`config.mk`:
```
export PLATFORM = sky130hd
export DESIGN_NAME = rfq_fetch
export DESIGN_NICKNAME = d
export VERILOG_FILES = /design/src/verilog/rfq_pkg.sv /design/src/verilog/rfq_fetch.sv
export VERILOG_INCLUDE_DIRS = /design/src /design/src/verilog
export SDC_FILE = /design/constraint.sdc
export NUM_CORES = 2
export LEC_CHECK = 0
export ABC_AREA = 1
export BUFFER_PORTS_ARGS = -buffer_cell sky130_fd_sc_hd__buf_2
export CAP_MARGIN = 40
export CORE_ASPECT_RATIO = 1.4
export CORE_MARGIN = 2
export CORE_UTILIZATION = 42
export CTS_BUF_LIST = sky130_fd_sc_hd__clkbuf_2
export CTS_CLUSTER_DIAMETER = 40
export DETAILED_ROUTE_END_ITERATION = 6
export PLACE_DENSITY_LB_ADDON = 0.1
export SLEW_MARGIN = 20
export SYNTH_ARGS = -nofsm -noshare
export SYNTH_HDL_FRONTEND = slang
export SYNTH_SLANG_ARGS = --single-unit
```
`constraint.sdc`:
```
create_clock -name mclk_i -period 9.6 [get_ports mclk_i]
set_clock_uncertainty 0.05 [all_clocks]
set_input_delay 1.92 -clock mclk_i [delete_from_list [all_inputs] [get_ports mclk_i]]
set_output_delay 1.92 -clock mclk_i [all_outputs]
set_load 0.01 [all_outputs]
```
`src/verilog/rfq_consts.svh`:
```
// named offsets, field positions and counts for the free queue fetch block
`ifndef RFQ_CONSTS_SVH
`define RFQ_CONSTS_SVH
`define RFQ_OFS_BASE_LO 12'h700
`define RFQ_OFS_BASE_HI 12'h704
`define RFQ_OFS_END 12'h708
`define RFQ_OFS_SMALL_QUEUE_START 12'h70C
`define RFQ_OFS_LWP 12'h710
`define RFQ_OFS_SWP 12'h714
`define RFQ_OFS_LRP 12'h718
`define RFQ_OFS_SRP 12'h71C
`define RFQ_OFS_QCTL 12'h780
`define RFQ_OFS_DMACTL 12'h790
`define RFQ_OFS_STATUS 12'h794
`define RFQ_OFS_IRQEN 12'h798
`define RFQ_QCTL_PF 0
`define RFQ_QCTL_LFL 2
`define RFQ_QCTL_SFL 3
`define RFQ_QCTL_MASK 16'h073D
`define RFQ_RST16 16'h0000
`define RFQ_FLAG_LRD 0
`define RFQ_FLAG_SRD 1
`define RFQ_FLAG_LERR 2
`define RFQ_FLAG_SERR 3
`define RFQ_ENTRY_SHIFT 3
`define RFQ_DW_PER_DESC 6'h02
`define RFQ_DEPTH 16
`define RFQ_HALF 5'h08
`define RFQ_FULL 5'h10
`define RFQ_WM_DUAL 5'h02
`define RFQ_WM_SINGLE 5'h04
`define RFQ_RESP_OKAY 2'h0
`define RFQ_RESP_SLVERR 2'h2
`endif

```
`src/verilog/rfq_pkg.sv`:
```
// types shared by the free queue fetch block
`include "rfq_consts.svh"
package rfq_pkg;
   typedef enum logic [1:0] {ST_IDLE, ST_ISSUE, ST_DATA} rfq_fsm_t;
   typedef struct packed {
      logic aw_got;
      logic w_got;
      logic [11:0] awaddr;
      logic [31:0] wdata;
      logic [3:0] wstrb;
      logic bvalid;
      logic [1:0] bresp;
      logic rvalid;
      logic [1:0] rresp;
      logic [31:0] rdata;
      logic [15:0] base_lo, base_hi, end_idx, small_queue_start, lwp, swp, lrp, srp, qctl;
      logic dma_en;
      logic [3:0] flags;
      logic [3:0] irq_en;
      logic [`RFQ_DEPTH-1:0][47:0] store;
      logic [4:0] lhead, shead, lcnt, scnt;
      rfq_fsm_t fsm;
      logic fq;
      logic [4:0] fn;
      logic [5:0] fbeat;
      logic [31:0] dw0;
      logic [31:0] faddr;
      logic ans_valid;
      logic ans_err;
      logic [31:0] ans_addr;
      logic [15:0] ans_ptr;
   } rfq_state_t;
endpackage
```
`src/verilog/rfq_fetch.sv`:
```
// receive free queue descriptor fetch engine with prefetch store and register slave
`include "rfq_consts.svh"
// How it works
// - large queue address is base plus pointer times eight
// - small queue address is base plus small start times eight plus pointer times eight
// - small start and end are entry indices; absolute end is base plus end times eight
// - no fetch before rx dma enable; fetch address is pointer times eight added to base, plus small start times eight for the small queue
// - each taken descriptor advances its read pointer by one two-dword entry
// - advanced pointer wraps to zero at small start (large) or end (small)
// - every successful fetch sets the large or small fetch flag
// - empty queue sets the matching error flag; no read, no pointer change
// - each flag raises the interrupt line when its enable bit is set
// - prefetch store holds sixteen descriptors, each the first dword plus the low half of the second
// - small start equal to end means single queue, otherwise dual queues
// - dual mode splits the store eight and eight; single uses all sixteen
// - burst fetch only with prefetch enable bit 0 set, else one at a time
// - prefetch refills when store count reaches watermark: two dual, four single
// - burst length never exceeds what the host queue currently holds
// - after burst, pointer moves past fetched entries and fetch flag is set
// - control bit 2 set empties the large store; software clears it again
// - control bit 3 set empties the small store; software clears it again
// - control also holds done queue enable, flush and threshold bits, reset zero
// - device owns read pointers, host software owns write pointers
// - queue is empty when read pointer equals write pointer
module rfq_fetch (
   // clock and reset
   input wire logic mclk_i,
   input wire logic rstn_i,
   // axi4-lite register slave
   input wire logic [11:0] s_axi_awaddr_i,
   input wire logic s_axi_awvalid_i,
   output logic s_axi_awready_o,
   input wire logic [31:0] s_axi_wdata_i,
   input wire logic [3:0] s_axi_wstrb_i,
   input wire logic s_axi_wvalid_i,
   output logic s_axi_wready_o,
   output logic [1:0] s_axi_bresp_o,
   output logic s_axi_bvalid_o,
   input wire logic s_axi_bready_i,
   input wire logic [11:0] s_axi_araddr_i,
   input wire logic s_axi_arvalid_i,
   output logic s_axi_arready_o,
   output logic [31:0] s_axi_rdata_o,
   output logic [1:0] s_axi_rresp_o,
   output logic s_axi_rvalid_o,
   input wire logic s_axi_rready_i,
   // host memory burst read port
   output logic mrd_req_valid_o,
   input wire logic mrd_req_ready_i,
   output logic [31:0] mrd_req_addr_o,
   output logic [5:0] mrd_req_dwords_o,
   input wire logic mrd_data_valid_i,
   input wire logic [31:0] mrd_data_i,
   // channel buffer requests
   input wire logic buf_req_valid_i,
   input wire logic buf_req_small_i,
   output logic buf_req_ready_o,
   output logic buf_ans_valid_o,
   output logic buf_ans_err_o,
   output logic [31:0] buf_ans_addr_o,
   output logic [15:0] buf_ans_ptr_o,
   // status
   output logic irq_o
);
   import rfq_pkg::*;

   rfq_state_t st_q, st_d;
   logic pf, dual, lfl, sfl, have, deny, take, needl, needs, last;
   logic [4:0] cap, wm, ix;
   logic [15:0] llen, slen, lav, sav, lim;
   logic [32:0] rr;
   logic [47:0] ent;

   ////////////////////////////////////////////////////////////////////////
   // helpers

   // byte-lane merge into a 16-bit register
   function automatic logic [15:0] wmerge(logic [15:0] old, logic [31:0] d, logic [3:0] s);
      wmerge = old;
      if (s[0]) wmerge[7:0] = d[7:0];
      if (s[1]) wmerge[15:8] = d[15:8];
   endfunction
   // entries the host has posted but the device has not taken
   function automatic logic [15:0] qavail(logic [15:0] wp, logic [15:0] rp, logic [15:0] len);
      qavail = (wp >= rp) ? wp - rp : len - rp + wp;
   endfunction
   // advance with wrap to zero at the queue length
   function automatic logic [15:0] padv(logic [15:0] rp, logic [15:0] k, logic [15:0] len);
      padv = rp + k;
      if (padv >= len) padv = `RFQ_RST16;
   endfunction
   // store slot inside a partition of size cap
   function automatic logic [4:0] slot(logic [4:0] b, logic [4:0] h, logic [4:0] o,
                                       logic [4:0] c);
      logic [4:0] i;
      i = h + o;
      if (i >= c) i = i - c;
      slot = b + i;
   endfunction
   // absolute byte address of an entry
   function automatic logic [31:0] fq_addr(logic [31:0] base, logic [15:0] start,
                                           logic [15:0] ptr);
      logic [31:0] e;
      e = {16'h0000, start} + {16'h0000, ptr};
      fq_addr = base + (e << `RFQ_ENTRY_SHIFT);
   endfunction

   // register read mux: bit 32 flags a mapped address
   function automatic logic [32:0] rd_reg(logic [11:0] a, rfq_state_t s);
      rd_reg = {1'b1, 32'h0000_0000};
      case (a)
         `RFQ_OFS_BASE_LO: rd_reg[15:0] = s.base_lo;
         `RFQ_OFS_BASE_HI: rd_reg[15:0] = s.base_hi;
         `RFQ_OFS_END: rd_reg[15:0] = s.end_idx;
         `RFQ_OFS_SMALL_QUEUE_START: rd_reg[15:0] = s.small_queue_start;
         `RFQ_OFS_LWP: rd_reg[15:0] = s.lwp;
         `RFQ_OFS_SWP: rd_reg[15:0] = s.swp;
         `RFQ_OFS_LRP: rd_reg[15:0] = s.lrp;
         `RFQ_OFS_SRP: rd_reg[15:0] = s.srp;
         `RFQ_OFS_QCTL: rd_reg[15:0] = s.qctl;
         `RFQ_OFS_DMACTL: rd_reg[0] = s.dma_en;
         `RFQ_OFS_STATUS: rd_reg[3:0] = s.flags;
         `RFQ_OFS_IRQEN: rd_reg[3:0] = s.irq_en;
         default: rd_reg[32] = 1'b0;
      endcase
   endfunction

   ////////////////////////////////////////////////////////////////////////
   // next-state logic

   always_comb
   begin
      st_d = st_q;
      ix = 5'h00;
      ent = 48'h0;
      rr = rd_reg(s_axi_araddr_i, st_q);
      pf = st_q.qctl[`RFQ_QCTL_PF];
      lfl = st_q.qctl[`RFQ_QCTL_LFL];
      sfl = st_q.qctl[`RFQ_QCTL_SFL];
      dual = st_q.small_queue_start != st_q.end_idx;
      cap = dual ? `RFQ_HALF : `RFQ_FULL;
      wm = dual ? `RFQ_WM_DUAL : `RFQ_WM_SINGLE;
      // queue lengths come from indices, not byte addresses
      llen = st_q.small_queue_start;
      slen = st_q.end_idx - st_q.small_queue_start;
      lav = qavail(st_q.lwp, st_q.lrp, llen);
      sav = dual ? qavail(st_q.swp, st_q.srp, slen) : `RFQ_RST16;
      st_d.ans_valid = 1'b0;
      st_d.ans_err = 1'b0;
      // write address and data are taken independently
      if (s_axi_awvalid_i && !st_q.aw_got && !st_q.bvalid)
      begin
         st_d.aw_got = 1'b1;
         st_d.awaddr = s_axi_awaddr_i;
      end
      if (s_axi_wvalid_i && !st_q.w_got && !st_q.bvalid)
      begin
         st_d.w_got = 1'b1;
         st_d.wdata = s_axi_wdata_i;
         st_d.wstrb = s_axi_wstrb_i;
      end
      if (st_q.bvalid && s_axi_bready_i) st_d.bvalid = 1'b0;
      // register write once both halves are in
      if (st_q.aw_got && st_q.w_got && !st_q.bvalid)
      begin
         st_d.aw_got = 1'b0;
         st_d.w_got = 1'b0;
         st_d.bvalid = 1'b1;
         st_d.bresp = `RFQ_RESP_OKAY;
         case (st_q.awaddr)
            `RFQ_OFS_BASE_LO: st_d.base_lo = wmerge(st_q.base_lo, st_q.wdata, st_q.wstrb);
            `RFQ_OFS_BASE_HI: st_d.base_hi = wmerge(st_q.base_hi, st_q.wdata, st_q.wstrb);
            `RFQ_OFS_END: st_d.end_idx = wmerge(st_q.end_idx, st_q.wdata, st_q.wstrb);
            `RFQ_OFS_SMALL_QUEUE_START: st_d.small_queue_start = wmerge(st_q.small_queue_start, st_q.wdata, st_q.wstrb);
            `RFQ_OFS_LWP: st_d.lwp = wmerge(st_q.lwp, st_q.wdata, st_q.wstrb);
            `RFQ_OFS_SWP: st_d.swp = wmerge(st_q.swp, st_q.wdata, st_q.wstrb);
            `RFQ_OFS_LRP: st_d.lrp = wmerge(st_q.lrp, st_q.wdata, st_q.wstrb);
            `RFQ_OFS_SRP: st_d.srp = wmerge(st_q.srp, st_q.wdata, st_q.wstrb);
            `RFQ_OFS_QCTL: st_d.qctl = wmerge(st_q.qctl, st_q.wdata, st_q.wstrb)
                                       & `RFQ_QCTL_MASK;
            `RFQ_OFS_DMACTL: if (st_q.wstrb[0]) st_d.dma_en = st_q.wdata[0];
            `RFQ_OFS_STATUS: if (st_q.wstrb[0]) st_d.flags = st_q.flags & ~st_q.wdata[3:0];
            `RFQ_OFS_IRQEN: if (st_q.wstrb[0]) st_d.irq_en = st_q.wdata[3:0];
            default: st_d.bresp = `RFQ_RESP_SLVERR;
         endcase
      end
      // read answer one cycle after the address is taken
      if (st_q.rvalid && s_axi_rready_i) st_d.rvalid = 1'b0;
      if (s_axi_arvalid_i && !st_q.rvalid)
      begin
         st_d.rvalid = 1'b1;
         st_d.rdata = rr[31:0];
         st_d.rresp = rr[32] ? `RFQ_RESP_OKAY : `RFQ_RESP_SLVERR;
      end
      // serve a channel from its own store, or refuse on an empty queue
      have = buf_req_small_i ? (st_q.scnt != 5'h00 && !sfl) : (st_q.lcnt != 5'h00 && !lfl);
      deny = !have && st_q.fsm == ST_IDLE && st_q.dma_en
             && (buf_req_small_i ? sav : lav) == `RFQ_RST16;
      take = buf_req_valid_i && (have || deny);
      if (take)
      begin
         st_d.ans_valid = 1'b1;
         if (deny)
         begin
            st_d.ans_err = 1'b1;
            st_d.flags[buf_req_small_i ? `RFQ_FLAG_SERR : `RFQ_FLAG_LERR] = 1'b1;
         end
         else if (buf_req_small_i)
         begin
            ent = st_q.store[slot(`RFQ_HALF, st_q.shead, 5'h00, cap)];
            st_d.shead = slot(5'h00, st_q.shead, 5'h01, cap);
            st_d.scnt = st_q.scnt - 5'h01;
         end
         else
         begin
            ent = st_q.store[slot(5'h00, st_q.lhead, 5'h00, cap)];
            st_d.lhead = slot(5'h00, st_q.lhead, 5'h01, cap);
            st_d.lcnt = st_q.lcnt - 5'h01;
         end
         st_d.ans_addr = ent[47:16];
         st_d.ans_ptr = ent[15:0];
      end
      // without prefetch only a waiting request pulls one descriptor
      needl = !lfl && (pf ? st_q.lcnt <= wm
                          : st_q.lcnt == 5'h00 && buf_req_valid_i && !buf_req_small_i);
      needs = dual && !sfl && (pf ? st_q.scnt <= wm
                          : st_q.scnt == 5'h00 && buf_req_valid_i && buf_req_small_i);
      last = st_q.fbeat == ({st_q.fn, 1'b0} - 6'h01);
      lim = `RFQ_RST16;
      case (st_q.fsm)
         ST_IDLE:
         begin
            if (st_q.dma_en)
            begin
               if (pf && needl && lav == `RFQ_RST16) st_d.flags[`RFQ_FLAG_LERR] = 1'b1;
               if (pf && needs && sav == `RFQ_RST16) st_d.flags[`RFQ_FLAG_SERR] = 1'b1;
               if (needl && lav != `RFQ_RST16)
               begin
                  // a burst never crosses the wrap point
                  lim = (lav < llen - st_q.lrp) ? lav : llen - st_q.lrp;
                  st_d.fn = (pf && {11'h000, cap - st_q.lcnt} < lim) ? cap - st_q.lcnt
                            : (pf ? lim[4:0] : 5'h01);
                  st_d.fq = 1'b0;
                  st_d.faddr = fq_addr({st_q.base_hi, st_q.base_lo}, `RFQ_RST16,
                                       st_q.lrp);
                  st_d.fsm = ST_ISSUE;
               end
               else if (needs && sav != `RFQ_RST16)
               begin
                  lim = (sav < slen - st_q.srp) ? sav : slen - st_q.srp;
                  st_d.fn = (pf && {11'h000, cap - st_q.scnt} < lim) ? cap - st_q.scnt
                            : (pf ? lim[4:0] : 5'h01);
                  st_d.fq = 1'b1;
                  st_d.faddr = fq_addr({st_q.base_hi, st_q.base_lo}, st_q.small_queue_start,
                                       st_q.srp);
                  st_d.fsm = ST_ISSUE;
               end
            end
         end
         ST_ISSUE:
         begin
            st_d.fbeat = 6'h00;
            if (mrd_req_ready_i) st_d.fsm = ST_DATA;
         end
         ST_DATA:
         begin
            if (mrd_data_valid_i)
            begin
               st_d.fbeat = st_q.fbeat + 6'h01;
               if (!st_q.fbeat[0])
                  st_d.dw0 = mrd_data_i;
               else if (st_q.fq)
               begin
                  ix = slot(`RFQ_HALF, st_d.shead, st_d.scnt, cap);
                  st_d.store[ix[3:0]] = {st_q.dw0, mrd_data_i[15:0]};
                  st_d.scnt = st_d.scnt + 5'h01;
               end
               else
               begin
                  ix = slot(5'h00, st_d.lhead, st_d.lcnt, cap);
                  st_d.store[ix[3:0]] = {st_q.dw0, mrd_data_i[15:0]};
                  st_d.lcnt = st_d.lcnt + 5'h01;
               end
               // pointer and flag move only once the whole burst is
               if (last)
               begin
                  st_d.fsm = ST_IDLE;
                  if (st_q.fq)
                  begin
                     st_d.srp = padv(st_q.srp, {11'h000, st_q.fn}, slen);
                     st_d.flags[`RFQ_FLAG_SRD] = 1'b1;
                  end
                  else
                  begin
                     st_d.lrp = padv(st_q.lrp, {11'h000, st_q.fn}, llen);
                     st_d.flags[`RFQ_FLAG_LRD] = 1'b1;
                  end
               end
            end
         end
         default: st_d.fsm = ST_IDLE;
      endcase
      // flush drops held entries, including one landing this cycle
      if (lfl) st_d.lcnt = 5'h00;
      if (sfl) st_d.scnt = 5'h00;
   end

   ////////////////////////////////////////////////////////////////////////
   // state register

   always_ff @(posedge mclk_i or negedge rstn_i)
   begin
      if (!rstn_i)
         st_q <= '0;
      else
         st_q <= st_d;
   end

   ////////////////////////////////////////////////////////////////////////
   // outputs

   assign s_axi_awready_o = !st_q.aw_got && !st_q.bvalid;
   assign s_axi_wready_o = !st_q.w_got && !st_q.bvalid;
   assign s_axi_bvalid_o = st_q.bvalid;
   assign s_axi_bresp_o = st_q.bresp;
   assign s_axi_arready_o = !st_q.rvalid;
   assign s_axi_rvalid_o = st_q.rvalid;
   assign s_axi_rdata_o = st_q.rdata;
   assign s_axi_rresp_o = st_q.rresp;
   assign mrd_req_valid_o = st_q.fsm == ST_ISSUE;
   assign mrd_req_addr_o = st_q.faddr;
   assign mrd_req_dwords_o = {st_q.fn, 1'b0};
   assign buf_req_ready_o = have || deny;
   assign buf_ans_valid_o = st_q.ans_valid;
   assign buf_ans_err_o = st_q.ans_err;
   assign buf_ans_addr_o = st_q.ans_addr;
   assign buf_ans_ptr_o = st_q.ans_ptr;
   // any enabled sticky flag drives the line
   assign irq_o = |(st_q.flags & st_q.irq_en);
endmodule

```
==> Word-level counts from Yosys, hierarchy flattened <==
Index checks and enable logic that the tools add are counted.
{ "classes": {"mux": 124, "n_eq_ne": 33, "reduce_logical": 84, "magnitude_cmp": 24, "bitwise": 5, "add_sub_neg": 32} }
{ "op_table": {"columns": ["op", "n"], "rows": [
  ["768-bit bitwise mux", 2],
  ["768-bit two-way mux", 1],
  ["48-bit binary-select mux with 4-bit select", 2],
  ["48-bit demux with 4-bit select", 2],
  ["12-bit by 11-bit == test with 1-bit output (second input constant)", 24],
  ["48-bit two-way mux", 6],
  ["16-bit two-way mux", 12],
  ["32-bit two-way mux", 6],
  ["5-bit two-way mux", 23],
  ["12-bit case mux with 9 select lines", 1],
  ["16-bit subtractor", 5],
  ["16-bit >= comparator", 4],
  ["4-bit two-way mux", 16],
  ["57-bit two-way mux", 1],
  ["3-bit AND reduction", 19],
  ["8-bit two-way mux", 7],
  ["50-bit two-way mux", 1],
  ["16-bit logical NOT", 3],
  ["20-bit two-way mux", 2],
  ["38-bit two-way mux", 1],
  ["1-bit logical AND", 35],
  ["35-bit two-way mux", 1],
  ["3-bit case mux with 11 select lines", 1],
  ["16-bit adder", 2],
  ["55 further kinds", 125]
]} }
{ "word_totals": {"out_inout_bits": 132, "elab_cells": 361, "register_bits": 1115, "input_bits": 103} }

==> Logic depth before layout (Yosys ltp) <==
{ "depth": {"word_depth": 25, "mapped_depth": 63, "mapped_depth_nobuf": 63} }

==> Worst setup path before layout <==
No wires, ideal clock.
{ "synth_path": {"kind": "flip-flop to flip-flop", "start": "register st_q (netlist bit llen[0])", "end": "register st_q[645] (netlist bit)", "arrival_ns": 7.627, "period_less_slack_ns": 7.811, "slack_ns": 1.789, "required_time_ns": 9.416, "n_path_buf": 3, "path_stages_with_launch": 53, "setup_ns": 0.134, "path_cell_list": "dfrtp_1 -> ha_1 -> fa_1 -> inv_1 -> fa_1 -> a21oi_1 -> o21ai_0 -> a21oi_1 -> o21bai_1 -> a21oi_1 -> o21bai_1 -> a21oi_1 -> o21bai_1 -> nand2_1 -> inv_1 -> o21ai_0 -> nand2_1 -> nand2_1 -> [17 not listed] -> inv_2 -> clkbuf_1 -> o21ai_0 -> fa_1 -> xor2_1 -> clkinv_1 -> nand2_1 -> nor2_1 -> nand3_2 -> nand3_1 -> nand2_2 -> nand2_4 -> nand3_1 -> nand2_1 -> buf_4 -> buf_6 -> nand2_1 -> o21ai_0"} }
{ "synth_lines": {"columns": ["item", "line", "text"], "rows": [
  ["start: declaration", "rfq_fetch.sv:67", "rfq_state_t st_q, st_d;"],
  ["start signal: assignment", "rfq_fetch.sv:316", "st_q <= st_d;"]
]} }

==> Worst setup path in the final report <==
{ "layout_path": {"start": "register st_q[1021] (netlist bit)", "end": "output buf_req_ready_o"} }
{ "layout_via": {"elab_chain_len": 9, "word_cells_on_any_way": 10, "cone_classes": "add/sub (3); eq/ne (1); mux (3); reduce/logical (3)"} }
{ "layout_rtl": {"columns": ["item", "line", "text"], "rows": [
  ["16-bit subtractor", "rfq_fetch.sv:145", "slen = st_q.end_idx - st_q.small_queue_start;"],
  ["16-bit subtractor", "rfq_fetch.sv:85", "qavail = (wp >= rp) ? wp - rp : len - rp + wp;"],
  ["16-bit adder", "rfq_fetch.sv:85", null],
  ["16-bit two-way mux", "rfq_fetch.sv:85", null],
  ["16-bit two-way mux (no source line) *", null, null],
  ["16-bit two-way mux *", "rfq_fetch.sv:198", "&& (buf_req_small_i ? sav : lav) == `RFQ_RST16;"],
  ["16-bit logical NOT (no source line) *", null, null],
  ["1-bit logical AND (no source line) *", null, null],
  ["1-bit logical OR *", "rfq_fetch.sv:333", "assign buf_req_ready_o = have || deny;"],
  ["end: declaration", "rfq_fetch.sv:57", "output logic buf_req_ready_o,"]
]} }
Mark *: on every way between the ends. The rest lies on a longest branch, timed or not.

==> impl_metrics.csv <==
group,metric,value,unit
yosys,ys_top_cells_by_area,"dfrtp_1, nand2_1, o21ai_0, nand3_1, a21oi_1",
clocking,htree_levels,5,
pwr,clkPwrFrac,15.7,%
pwr,swShare,50.6,%
critical_path,rr_startpoint,"st_q[1021]",
placement,placed_area,74300,um2
final_layout,drive_above_1_share,11.7,%
pwr,power_frac_comb,50.5,%
final_layout,fin_cells,12200,
critical_path,crit_family,"adder cells",
yosys,synthesis.instances,9741,
routing,drtIter0Drc,6672,
yosys,yosysTopAreaCell,"dfrtp_1",
final_layout,syn_to_final_growth,8.95,%
timing,hold_viol,0,
floorplanning,core_area,168000,um2
critical_path,regToRegEndpoint,"st_q[468]",
timing,worst_pin_slew,1.30,ns
pwr,seqPwrFrac,33.8,%
timing,slew_viol_final,0,
pwr,p_int,11.2,mW
critical_path,cpPeakStageDelay,0.67,ns
global_routing,antenna_found_initial,13,
pwr,ir_worst_vdd,0.000216,V
critical_path,critPathLaunchType,"flop",
pwr,p_per_area,291,nW/um2
min_path,hold_depth,2,
yosys,yosysSeqAreaShare,39.1,%
placement,place_inst,11700,
yosys,synth_edf_count,0,
pwr,p_leak,38.6,nW
timing,setup_viol_count_final,0,
placement,hpwlAfterDp,200,mm
clocking,cts_tree,"yes",
critical_path,critPathArrivalTime,7.30,ns
global_routing,grt_max_degree,155,
timing,fin_setup_tns,0,ns
yosys,ys.flop_type,"dfrtp_1",
yosys,postSynthRegisterBits,1113,
placement,finalWeightedCongestion,0.985,
clocking,ctsRootBufferMaster,"clkbuf_2",
floorplanning,die_w,352,um
clocking,clk_pin_slew,0.09,ns
routing,wl_per_cell,24.8,um
run_status,status,"finished, final reports clean",
yosys,synthTopCellsByCount,"nand2_1, dfrtp_1, inv_1",
critical_path,crit_type,"reg -> out",
clocking,clkSinkCount,1113,
global_routing,grt.total_usage,34.2,%
min_path,min_from,"s_axi_rready_i",
routing,drtAntennaViolNets,0,
timing,max-slew-margin-rel,13.3,%
yosys,yosys_warnings,0,
timing,post-route-period-util,96.5,%
critical_path,r2r_slack,0.62,ns
routing,via_count,70700,
yosys,ys_async_sr_fraction,100,%
critical_path,r2r_cells,56,
floorplanning,dieHeight,491,um
timing,final.setup.worst_slack,0.334,ns
min_path,hold_path.class,"in -> reg",
yosys,synth.avg_cell_area,7.31,um2
final_layout,layout.nets,10100,
yosys,post-synth-top-count-cell,"nand2_1",
routing,dr.pass1.iters,6,
placement,place_ws,0.172,ns
yosys,netlist_area,71200,um2
global_routing,grt_pass1_vias,69100,
floorplanning,io_pins,235,
floorplanning,die_area,173000,um2
pwr,p_switching,11.4,mW
critical_path,path_depth,38,
min_path,hold_path_end,"s_axi_rvalid_o",
yosys,synth_top_area_share,39.1,%
routing,drt_wl_total,302,mm
global_routing,grt_overflow_total,0,
routing,drc,0,
yosys,synth_cell_types,65,
floorplanning,start_util,42.3,%
timing,rsz0062_at_grt,"true",
timing,fmax,108,MHz
floorplanning,rows,178,
placement,port-buffer-count,197,
critical_path,critPathBufInv,8,
critical_path,worst_setup_path_end_kind,"output port",
critical_path,crit_required,7.63,ns
critical_path,crit_slowest_cell,"fa_2",
global_routing,grt_pass1_wl,445,mm
critical_path,cp_max_fo,3,
job,drv_cap,0,
clocking,cts_made_buffers,317,
routing,viasPerCell,5.80,
clocking,clk_path_buf_depth,4,
timing,fin_crit,9.27,ns
clocking,clkLatencyLatePin,1.87,ns
final_layout,fin_area,77600,um2
==> repair_timing <==
action / in CTS / in global routing
hold buffers: 1 / 0
setup buffers: 9 / 9
setup endpoints to repair: 1 / 14
resized for setup: 46 / 37
endpoints found under the hold margin: 108 / 0
pin swaps: 13 / 24
==> how the worst max path moves through the flow <==
stage,from,endpoint,slack (ns)
2_1_floorplan,llen[0],st_q[645],1.79
3_3_place_gp,llen[1],st_q[501],0.26
3_5_place_dp,llen[1],st_q[471],0.17
4_1_cts,st_q[1021],buf_req_ready_o,0.0002
5_1_grt,st_q[1021],buf_req_ready_o,-0.18
6_report,st_q[1021],buf_req_ready_o,0.33
==> worst register-to-register path, delay by kind of cell, from the launching register on <==
kind | cells | cell delay [ns]
AND/OR/NAND/NOR | 23 | 2.66
adder cells (fa/ha/maj) | 6 | 2.19
AO/OA/AOI/OAI | 14 | 1.81
buffers and inverters | 11 | 1.37
flip-flops | 1 | 0.37
XOR/XNOR | 2 | 0.34
==> registers in the layout, summed over array words and instances (netlist names), 5 cells and up <==
| signal | cells |
|---|---|
| st_q | 987 |
| buf_ans_addr_o | 32 |
| mrd_req_addr_o | 32 |
| buf_ans_ptr_o | 16 |
| llen | 16 |
| s_axi_rdata_o | 16 |
| mrd_req_dwords_o | 5 |
==> cell families (layout without fill, tap and decap cells) <==
| kind of cell | after synthesis | after routing | share of synthesized area, % |
|---|---|---|---|
| flops | 1113 | 1113 | 39.1 |
| other cells | 1 | 28 | 0.00526 |
| fa+ha+maj | 270 | 270 | 4.90 |
| mux | 27 | 27 | 0.425 |
| compound gates | 2508 | 2508 | 20.0 |
| xor+xnor | 161 | 161 | 1.98 |
| buf+inv | 1806 | 1988 | 10.9 |
| simple gates | 3855 | 3855 | 22.8 |
==> power groups by stage <==
stage	clock, mW	combinational (mW)	sequential, mW
floorplan	0	7.62	6.92
global placement	0	10.8	7.63
detailed placement	0	11.0	7.68
CTS	3.64	11.1	7.59
global route	3.89	12.4	7.81
finish	3.55	11.4	7.63
==> layer usage <==
metal / wire length [um] / vias up / track usage [%]
li1: - / 32600 / -
met1: 109000 / 33600 / 38.2
met2: 144000 / 3480 / 57.6
met3: 23300 / 1049 / 6.77
met4: 25300 / 12 / 25.7
met5: 76 / - / 0
==> cells in the final DEF (no fill, tap or decap), types with 57 or more instances in the layout <==
cell,Yosys,final
a211oi_1,57,57
a21oi_1,805,800
buf_12,0,74
buf_2,103,196
buf_4,172,175
clkbuf_2,0,462
dfrtp_1,1113,1108
ha_1,255,245
inv_1,995,982
nand2_1,2342,2304
nand3_1,856,855
nand4_1,107,107
nor2_1,412,404
o211ai_1,266,266
o21ai_0,882,877
o21ai_1,193,194
o221ai_1,59,59
o22ai_1,63,63
xor2_1,112,100
==> through the flow <==
step / power, mW / hold slack [ns] / utilization [%]
floorplan: 14.5 / 0.392 / -
global placement: 18.4 / 0.404 / 43.9
detailed placement: 18.7 / 0.408 / 44.1
CTS: 22.4 / 0.00124 / 45.9
global route: 24.1 / 0.0670 / 46.1
finish: 22.6 / 0.185 / 46.1
==> area by class of cell <==
cell class                      count  area [um2]
Clock inverter                     50         298
Tap cell                         2250        2820
Inverter                         1015        3830
Sequential cell                  1113       27900
Antenna cell                        9        22.5
Fill cell                       17400       90700
Multi-Input combinational cell   6840       36300
Timing Repair Buffer              461        4140
Clock buffer                      462        2310
No activity file was read; power rests on OpenSTA's default activity.
